==> config.mk <==
export PLATFORM = sky130hd
export DESIGN_NAME = pcs_64b66b_encode_transcode
export DESIGN_NICKNAME = d
export VERILOG_FILES = /design/src/hw/pcs_64b66b_encode_transcode.v /design/src/hw/lane_char_map.v /design/src/hw/xcode_257.v
export VERILOG_INCLUDE_DIRS = /design/src /design/src/hw
export SDC_FILE = /design/constraint.sdc
export NUM_CORES = 2
export LEC_CHECK = 0
export ABC_AREA = 1
export BUFFER_PORTS_ARGS = -buffer_cell sky130_fd_sc_hd__buf_2
export CAP_MARGIN = 20
export CORE_ASPECT_RATIO = 0.5
export CORE_UTILIZATION = 25
export DETAILED_ROUTE_END_ITERATION = 6
export PLACE_DENSITY = 0.53
export SYNTH_ARGS = -nofsm -noshare
export SYNTH_HDL_FRONTEND = slang
export SYNTH_SLANG_ARGS = --single-unit
==> constraint.sdc <==
create_clock -name clock_i -period 3 [get_ports clock_i]
set_input_delay 0.6 -clock clock_i [delete_from_list [all_inputs] [get_ports clock_i]]
set_output_delay 0.6 -clock clock_i [all_outputs]
set_load 0.005 [all_outputs]
==> src/hw/pcs_enc_map.vh <==
// constants for the 64b/66b encoder and 256b/257b transcoder
`ifndef PCS_ENC_MAP_VH
`define PCS_ENC_MAP_VH
// sync headers as tx[1:0], bit 0 goes out first
`define SYNC_DATA 2'h2
`define SYNC_CTRL 2'h1
// block type field values
`define BT_CTRL  8'h1e
`define BT_START 8'h78
`define BT_OSET  8'h4b
`define BT_T0    8'h87
`define BT_T1    8'h99
`define BT_T2    8'haa
`define BT_T3    8'hb4
`define BT_T4    8'hcc
`define BT_T5    8'hd2
`define BT_T6    8'he1
`define BT_T7    8'hff
// interface control characters
`define CH_IDLE  8'h07
`define CH_LPI   8'h06
`define CH_ERR   8'hfe
`define CH_START 8'hfb
`define CH_TERM  8'hfd
`define CH_SEQ   8'h9c
`define CH_SIG   8'h5c
// 7-bit line control codes
`define CC_IDLE  7'h00
`define CC_LPI   7'h06
`define CC_ERR   7'h1e
// ordered set codes
`define OC_SEQ   4'h0
`define OC_SIG   4'hf
// field positions inside the 64-bit payload
`define POS_CODE0 8
`define CODE_W    7
`define POS_TDATA 8
`define POS_OCODE 32
`define OC_W      4
// field positions inside the 257-bit block
`define POS_XPL   5
`define NIB_LO    4
`define NIB_W     4
// scrambler taps, state bit 0 is the newest bit
`define SCR_TAP_A 38
`define SCR_TAP_B 57
// deletion credit limit
`define DEL_MAX   4'hf
`endif

==> src/hw/pcs_64b66b_encode_transcode.v <==
// transmit 64b/66b encoder, rate matcher, transcoder and scrambler
`timescale 1ns/10ps
`include "pcs_enc_map.vh"
module pcs_64b66b_encode_transcode (
	input  wire         clock_i,
	input  wire         reset_n_i,
	input  wire [63:0]  txd_i,
	input  wire [7:0]   txc_i,
	input  wire         tx_valid_i,
	input  wire         eee_enable_i,
	input  wire         am_room_i,
	input  wire [65:0]  rx_block_i,
	input  wire         rx_valid_i,
	output wire [65:0]  coded_o,
	output wire         coded_valid_o,
	output wire         tx_err_o,
	output wire         deleted_o,
	output wire [256:0] xcoded_o,
	output wire         xcoded_valid_o,
	output wire [256:0] scrambled_o,
	output wire         scrambled_valid_o,
	output wire         rx_err_o
);

	// ***************************************************
	// lane character mapping
	// ***************************************************

	wire [55:0] code_w;
	wire [7:0]  ok_w;
	wire [7:0]  idle_w;
	wire [7:0]  term_w;
	wire [7:0]  start_w;
	wire [7:0]  seq_w;
	wire [7:0]  sig_w;

	// one mapper per lane, all eight identical
	genvar g;
	generate
		for (g = 0; g < 8; g = g + 1) begin : lane
			lane_char_map u_map (
				.ctrl_i   (txc_i[g]),
				.char_i   (txd_i[8*g +: 8]),
				.eee_en_i (eee_enable_i),
				.code_o   (code_w[7*g +: 7]),
				.ok_o     (ok_w[g]),
				.idle_o   (idle_w[g]),
				.term_o   (term_w[g]),
				.start_o  (start_w[g]),
				.seq_o    (seq_w[g]),
				.sig_o    (sig_w[g])
			);
		end
	endgenerate

	// ***************************************************
	// terminate type lookup
	// ***************************************************

	// block type for a terminate in lane k
	function [7:0] term_type;
		input [3:0] k;
		begin
			case (k)
				4'h0:    term_type = `BT_T0;
				4'h1:    term_type = `BT_T1;
				4'h2:    term_type = `BT_T2;
				4'h3:    term_type = `BT_T3;
				4'h4:    term_type = `BT_T4;
				4'h5:    term_type = `BT_T5;
				4'h6:    term_type = `BT_T6;
				default: term_type = `BT_T7;
			endcase
		end
	endfunction

	// ***************************************************
	// block encoder
	// ***************************************************

	reg  [63:0] pay;
	reg  [1:0]  sync;
	reg         bad;
	reg         idle_blk;
	reg         term_ok;
	reg  [3:0]  k;
	reg  [7:0]  tmask;
	integer     i;
	integer     n;
	integer     m;

	// first control lane, used to find a terminate
	// each process owns its loop index, a shared one would be multi-driven
	always @* begin
		k = 4'h8;
		for (n = 7; n >= 0; n = n - 1)
			if (txc_i[n])
				k = n[3:0];
	end

	// terminate is valid with data below and codes above
	always @* begin
		tmask   = 8'hff << k;
		term_ok = (k < 4'h8) && (txc_i == tmask);
		for (m = 0; m < 8; m = m + 1)
			if ((m > k) && !ok_w[m])
				term_ok = 1'h0;
		if (k < 4'h8)
			term_ok = term_ok && term_w[k[2:0]];
	end

	// payload starts zeroed so fillers leave as zero
	always @* begin
		pay      = {64{1'h0}};
		sync     = `SYNC_CTRL;
		bad      = 1'h0;
		idle_blk = 1'h0;
		if (!tx_valid_i) begin
			// nothing offered: fill with an idle block
			pay[7:0] = `BT_CTRL;
			for (i = 0; i < 8; i = i + 1)
				pay[`POS_CODE0+`CODE_W*i +: `CODE_W] = `CC_IDLE;
			idle_blk = 1'h1;
		end else if (txc_i == 8'h00) begin
			sync = `SYNC_DATA;
			pay  = txd_i;
		end else if ((txc_i == 8'hff) && (&ok_w)) begin
			// idle, lpi and error lanes as 7-bit codes
			pay[7:0] = `BT_CTRL;
			for (i = 0; i < 8; i = i + 1)
				pay[`POS_CODE0+`CODE_W*i +: `CODE_W] =
					code_w[7*i +: 7];
			idle_blk = &idle_w;
		end else if ((txc_i == 8'h01) && start_w[0]) begin
			// start implied by the type, lane0 carries none
			pay[7:0]  = `BT_START;
			pay[63:8] = txd_i[63:8];
		end else if ((txc_i == 8'h01) && (seq_w[0] || sig_w[0])
			&& (txd_i[63:32] == 32'h0000_0000)) begin
			pay[7:0]   = `BT_OSET;
			pay[31:8]  = txd_i[31:8];
			pay[`POS_OCODE +: `OC_W] =
				seq_w[0] ? `OC_SEQ : `OC_SIG;
			// of the ordered sets only sequence sets are candidates for deletion
			idle_blk = seq_w[0];
		end else if (term_ok) begin
			pay[7:0] = term_type(k);
			for (i = 0; i < 8; i = i + 1) begin
				if (i < k)
					pay[`POS_TDATA+8*i +: 8] = txd_i[8*i +: 8];
				else if (i > k)
					pay[`POS_CODE0+`CODE_W*i +: `CODE_W] =
						code_w[7*i +: 7];
			end
		end else begin
			// anything else is replaced by an error block
			pay[7:0] = `BT_CTRL;
			for (i = 0; i < 8; i = i + 1)
				pay[`POS_CODE0+`CODE_W*i +: `CODE_W] = `CC_ERR;
			bad = 1'h1;
		end
	end

	// ***************************************************
	// rate matching for marker room
	// ***************************************************

	reg  [3:0] credit_r;
	reg  [3:0] credit_nxt;
	wire       drop;

	// a deletable block is dropped while credit is owed
	assign drop = (credit_r != 4'h0) && idle_blk;

	// request and drop together leave credit unchanged
	always @* begin
		credit_nxt = credit_r;
		if (am_room_i && !drop && (credit_r != `DEL_MAX))
			credit_nxt = credit_r + 4'h1;
		else if (!am_room_i && drop)
			credit_nxt = credit_r - 4'h1;
	end

	// ***************************************************
	// encoded block register
	// ***************************************************

	reg [65:0] coded_r;
	reg        coded_valid_r;
	reg        tx_err_r;
	reg        deleted_r;

	// one transfer in, one block out unless dropped
	always @(posedge clock_i or negedge reset_n_i) begin
		if (!reset_n_i) begin
			credit_r      <= 4'h0;
			coded_r       <= {66{1'h0}};
			coded_valid_r <= 1'h0;
			tx_err_r      <= 1'h0;
			deleted_r     <= 1'h0;
		end else begin
			credit_r      <= credit_nxt;
			coded_r       <= {pay, sync};
			coded_valid_r <= !drop;
			tx_err_r      <= bad;
			deleted_r     <= drop;
		end
	end

	assign coded_o       = coded_r;
	assign coded_valid_o = coded_valid_r;
	assign tx_err_o      = tx_err_r;
	assign deleted_o     = deleted_r;

	// ***************************************************
	// transcoder
	// ***************************************************

	wire [256:0] xc_w;
	wire         xc_valid_w;

	// fed only with blocks that survived deletion
	xcode_257 u_xcode (
		.clock_i     (clock_i),
		.reset_n_i   (reset_n_i),
		.blk_i       (coded_r),
		.blk_valid_i (coded_valid_r),
		.xc_o        (xc_w),
		.xc_valid_o  (xc_valid_w)
	);

	assign xcoded_o       = xc_w;
	assign xcoded_valid_o = xc_valid_w;

	// ***************************************************
	// 58-bit self-synchronising scrambler
	// ***************************************************

	reg [57:0]  scr_r;
	reg [57:0]  scr_nxt;
	reg [256:0] scr_out;
	reg [256:0] scrambled_r;
	reg         scrambled_valid_r;
	integer     s;

	// bit 0 first, so the loop runs from the low end
	always @* begin
		scr_nxt = scr_r;
		scr_out = {257{1'h0}};
		for (s = 0; s < 257; s = s + 1) begin
			scr_out[s] = xc_w[s] ^ scr_nxt[`SCR_TAP_A]
				^ scr_nxt[`SCR_TAP_B];
			scr_nxt = {scr_nxt[56:0], scr_out[s]};
		end
	end

	// state only advances on a real transcoded block
	always @(posedge clock_i or negedge reset_n_i) begin
		if (!reset_n_i) begin
			scr_r             <= {58{1'h0}};
			scrambled_r       <= {257{1'h0}};
			scrambled_valid_r <= 1'h0;
		end else begin
			scrambled_valid_r <= xc_valid_w;
			if (xc_valid_w) begin
				scr_r       <= scr_nxt;
				scrambled_r <= scr_out;
			end
		end
	end

	assign scrambled_o       = scrambled_r;
	assign scrambled_valid_o = scrambled_valid_r;

	// ***************************************************
	// received block check
	// ***************************************************

	reg        rx_bad;
	reg        rx_err_r;
	reg  [6:0] rcode;
	integer    r;

	// a line code is legal only if it is in the table
	always @* begin
		rx_bad = (rx_block_i[0] == rx_block_i[1]);
		rcode  = `CC_IDLE;
		if (rx_block_i[1:0] == `SYNC_CTRL) begin
			case (rx_block_i[9:2])
				`BT_CTRL: begin
					for (r = 0; r < 8; r = r + 1) begin
						rcode = rx_block_i[2+`POS_CODE0+`CODE_W*r
							+: `CODE_W];
						if ((rcode != `CC_IDLE) && (rcode != `CC_ERR)
							&& !((rcode == `CC_LPI) && eee_enable_i))
							rx_bad = 1'h1;
					end
				end
				`BT_START, `BT_OSET, `BT_T0, `BT_T1, `BT_T2,
				`BT_T3, `BT_T4, `BT_T5, `BT_T6, `BT_T7:
					rx_bad = rx_bad;
				default: rx_bad = 1'h1;
			endcase
		end
	end

	// flag sits for one cycle after each bad block
	always @(posedge clock_i or negedge reset_n_i) begin
		if (!reset_n_i)
			rx_err_r <= 1'h0;
		else
			rx_err_r <= rx_valid_i && rx_bad;
	end

	assign rx_err_o = rx_err_r;

endmodule

==> src/hw/lane_char_map.v <==
// one interface lane character mapped to a 7-bit line control code
`timescale 1ns/10ps
`include "pcs_enc_map.vh"
module lane_char_map (
	input  wire       ctrl_i,
	input  wire [7:0] char_i,
	input  wire       eee_en_i,
	output reg  [6:0] code_o,
	output reg        ok_o,
	output reg        idle_o,
	output wire       term_o,
	output wire       start_o,
	output wire       seq_o,
	output wire       sig_o
);
	// characters outside the table fall to the error code
	always @* begin
		code_o = `CC_ERR;
		ok_o   = 1'h0;
		idle_o = 1'h0;
		if (ctrl_i) begin
			case (char_i)
				`CH_IDLE: begin
					code_o = `CC_IDLE;
					ok_o   = 1'h1;
					idle_o = 1'h1;
				end
				// low power idle only once eee is agreed
				`CH_LPI: begin
					if (eee_en_i) begin
						code_o = `CC_LPI;
						ok_o   = 1'h1;
						idle_o = 1'h1;
					end
				end
				`CH_ERR: ok_o = 1'h1;
				default: ok_o = 1'h0;
			endcase
		end
	end
	// implied characters, only meaningful as control
	assign term_o  = ctrl_i && (char_i == `CH_TERM);
	assign start_o = ctrl_i && (char_i == `CH_START);
	assign seq_o   = ctrl_i && (char_i == `CH_SEQ);
	assign sig_o   = ctrl_i && (char_i == `CH_SIG);
endmodule

==> src/hw/xcode_257.v <==
// gathers four 66-bit blocks into one 257-bit transcoded block
`timescale 1ns/10ps
`include "pcs_enc_map.vh"
module xcode_257 (
	input  wire         clock_i,
	input  wire         reset_n_i,
	input  wire [65:0]  blk_i,
	input  wire         blk_valid_i,
	output reg  [256:0] xc_o,
	output reg          xc_valid_o
);
	reg [65:0]  b0_r;
	reg [65:0]  b1_r;
	reg [65:0]  b2_r;
	reg [1:0]   idx_r;
	reg [263:0] grp;
	reg [255:0] pl;
	reg [256:0] xc_nxt;
	reg         all_data;
	reg         sync_ok;
	integer     j;
	integer     b;
	integer     c;

	// the incoming block is index 3, the newest of the group
	always @* begin
		grp      = {blk_i, b2_r, b1_r, b0_r};
		pl       = {256{1'h0}};
		xc_nxt   = {257{1'h0}};
		all_data = 1'h1;
		sync_ok  = 1'h1;
		c        = 0;
		for (j = 3; j >= 0; j = j - 1) begin
			pl[64*j +: 64] = grp[66*j+2 +: 64];
			if (grp[66*j +: 2] != `SYNC_DATA)
				all_data = 1'h0;
			if (grp[66*j] == grp[66*j+1])
				sync_ok = 1'h0;
			if (grp[66*j])
				c = j; // lowest control block wins
		end
		if (!sync_ok)
			c = 0;
		if (all_data) begin
			xc_nxt[0]     = 1'h1;
			xc_nxt[256:1] = pl;
		end else begin
			// header bits, forced high on a broken header
			for (j = 0; j < 4; j = j + 1)
				xc_nxt[j+1] = sync_ok ? grp[66*j+1] : 1'h1;
			// drop the second type nibble of block c
			for (b = 0; b < 252; b = b + 1) begin
				if (b < 64*c + `NIB_LO)
					xc_nxt[`POS_XPL+b] = pl[b];
				else
					xc_nxt[`POS_XPL+b] = pl[b+`NIB_W];
			end
		end
	end

	// one output strobe per four accepted blocks
	always @(posedge clock_i or negedge reset_n_i) begin
		if (!reset_n_i) begin
			b0_r       <= {66{1'h0}};
			b1_r       <= {66{1'h0}};
			b2_r       <= {66{1'h0}};
			idx_r      <= 2'h0;
			xc_o       <= {257{1'h0}};
			xc_valid_o <= 1'h0;
		end else begin
			xc_valid_o <= blk_valid_i && (idx_r == 2'h3);
			if (blk_valid_i) begin
				idx_r <= idx_r + 2'h1;
				case (idx_r)
					2'h0:    b0_r <= blk_i;
					2'h1:    b1_r <= blk_i;
					2'h2:    b2_r <= blk_i;
					default: xc_o <= xc_nxt;
				endcase
			end
		end
	end
endmodule

==> metrics.txt <==
status=completed; min setup slack post-route=0.110 ns; largest net degree at the start of global routing=129; Max Fclk=346 MHz; DP Worst Slack=-0.308 ns; via count=45.1k; Congestion Overflow GR=0; fin. max-slew vios=0; Area Overhead vs Synth=30.3%; H-Tree Depth=3; die width=584 um; Die Y-Extent=293 um; Net count, final=6927; DR pass1 iterations=6; Worst-path clk slew=0.06 ns; worst-path fanout max=5; PortBufs=729; hpwl dp=190000 um; R2R Setup Slk=0.11 ns; core box area=168000 um2; Final Wtd Congestion=1.00; Tmin final=2.89 ns; CTS tree=yes; Fin. Hold Viols=0; Total GRT Usage=26.1%; final count of negative-setup-slack endpoints=0; die area=171000 um2; Cell Rows=106; clk buf depth=3; Setup crit start kind=register; DRT iter0 DRCs=5059; Yosys cell types=64; synthesized cell area=42400 um2; actual slew at the worst max-slew pin=0.820 ns; asr flop ratio synth=100%; DR DRC count=0; clk_skew=0.0392 ns; Cells after Synth=5708; Post-DRT Antenna Nets=0; vias in the first global route=41.1k; kind of critical path=reg -> reg; post-synth net total=5864; EDFF count, synth=0; syn_area_per_cell=7.43 um2; Ports=730; WL/cell=25.4 um; Worst setup EP type=register; starting density of the core=25.3%; global-route wire length before repair=315000 um; Worst EP arrival=3.45 ns; initial antenna violation count=39; layout cells sized above 1=23.6%; Ys Warns=0; Slew Limit Headroom=45.3%; via density per instance=4.94; clk sinks=790; Root Driver=clkbuf_16; number of CTS-inserted buffers=88; Top FF cell, synth=dfrtp_1; register area share after synthesis=46.6%; max_cap viols=0; flops & latches, synth=790; Worst Hold Class=in -> reg; Critical Path RT=3.56 ns; WL final=231000 um; unrepaired setup endpoints after global routing=yes; crit share post-route=96.3%; Skew-Pair Late Insertion Delay=0.71 ns
-- cell usage after synthesis, types with 32 or more instances --
master    number  area [um2]
o21ai_1       32         160
clkbuf_1     205         769
inv_1        626        2350
nand4_1       49         307
a21oi_1      301        1510
dfrtp_1      790       19800
a211oi_1      58         435
a31oi_1       32         200
nor2_1       228         856
o21ai_0      660        3300
buf_4         59         443
xor2_1        63         552
xnor2_1       44         385
nand2_1     1733        6500
nand3_1      537        2690
-- final cells by class --
class,instances,area (um2)
fillers,18200,112000
flip-flops and latches,790,19800
multi-input cells,3975,19200
repair buffers,1270,8200
well taps,2268,2840
clock buffers,124,2550
inverters,646,2440
clock inverters,33,236
diodes,12,30.0
-- sequential cells by signal, summed over array words and instances (netlist names), 2 cells and up --
| signal | cells |
|---|---|
| scrambled_o | 200 |
| u_xcode.b0_r | 66 |
| scr_r | 57 |
| u_xcode.xc_o | 257 |
| credit_r | 4 |
| u_xcode.b1_r | 66 |
| u_xcode.idx_r | 2 |
| coded_o | 66 |
| u_xcode.b2_r | 66 |
-- metrics by stage --
step / TNS [ns] / hold slack, ns / instances / utilization, % / instance area (um2)
floorplan: 0 / 0.304 / 5708 / - / 42400
global placement: -2.43 / 0.461 / 8943 / 31.0 / 52100
detailed placement: -3.96 / 0.466 / 8943 / 31.0 / 52100
CTS: 0 / 0.0976 / 9101 / 32.7 / 54900
global route: -0.126 / 0.121 / 9110 / 32.9 / 55300
finish: 0 / 0.138 / 9118 / 32.9 / 55300
-- layer usage --
| layer | global-route usage, % | up-vias | wire length, um |
|---|---|---|---|
| met2 | 41.9 | 1898 | 105000 |
| met3 | 5.88 | 443 | 20900 |
| li1 | - | 20700 | - |
| met4 | 11.4 | 34 | 12300 |
| met1 | 33.6 | 22000 | 92700 |
| met5 | 0 | - | 202 |
-- critical path, stage by stage (launching register included) --
cell and delay (ns):
dfrtp_2 0.50, inv_1 0.10, nand2_2 0.12, nand3_1 0.15, buf_4 0.17, nand3b_1 0.14, nand4_1 0.22, buf_4 0.21
nand3_1 0.06, nand2_1 0.12, inv_1 0.09, nand2_1 0.09, nand2_2 0.11, inv_1 0.04, nand2_1 0.08, nand2_1 0.07
buf_4 0.14, inv_1 0.06, nand2_1 0.06, nand3_1 0.15, nand2_1 0.08
-- kinds of logic (layout without fill, tap and decap cells) --
family                   after synthesis  count (layout)  synth area share, %
AND/OR/NAND/NOR                     2690            2690                 26.9
XOR/XNOR                             112             112                 2.40
flip-flops                           790             790                 46.6
AO/OA/AOI/OAI                       1161            1161                 14.7
buffers and inverters                943            2073                 9.02
other                                  0              12                    0
adder cells (fa/ha/maj)               12              12                0.372
-- path summary, 6_finish.rpt --
| path | start | to | cells after the start |
|---|---|---|---|
| max in group asynchronous | reset_n_i | u_xcode.xc_o[36]$_DFFE_PN0P_ | 3 |
| worst max-delay path | scr_r[30]$_DFFE_PN0P_ | scr_r[34]$_DFFE_PN0P_ | 20 |
| worst max register to register | scr_r[30]$_DFFE_PN0P_ | scr_r[34]$_DFFE_PN0P_ | 20 |
| worst min register to register | scrambled_o[150]$_DFFE_PN0P_ | scrambled_o[150]$_DFFE_PN0P_ | 2 |
| min in group asynchronous | reset_n_i | u_xcode.xc_o[224]$_DFFE_PN0P_ | 2 |
| worst min-delay path | rx_valid_i | rx_err_o$_DFF_PN0_ | 3 |
-- repair_timing --
item | in CTS | in global routing
hold buffers | 1 | 0
setup buffers | 0 | 5
hold endpoints to repair | 14 | 0
pin swaps | 0 | 2
gates resized for setup | 4 | 108
setup endpoints to repair | 5 | 60
-- placed cells by master (no fill, tap or decap), drive strengths merged, types with 2 or more instances in the layout --
master    netlist  layout
nand3         541     541
diode           0      12
nand3b         29      29
buf            91    1269
inv           641     646
clkinv          5      25
nand2        1754    1754
o21a            6       6
a31oi          32      32
o221ai          5       5
o2111ai         5       5
a211oi         58      58
nor4           26      26
or2            17      17
xnor2          46      46
nand4          49      49
ha             11      11
clkbuf        206     124
a21oi         305     305
clkinvlp        0       7
nor3b           2       2
o22ai           8       8
o211ai          4       4
o21ai         695     695
a221oi          5       5
nor3           32      32
a41oi           2       2
xor2           66      66
dfrtp         790     790
nor2          236     236
a22oi          29      29
nand2b          2       2
Power is left out: the tool's default activity adds up to more than one toggle a clock period on the data nets, which glitch-free logic cannot reach.
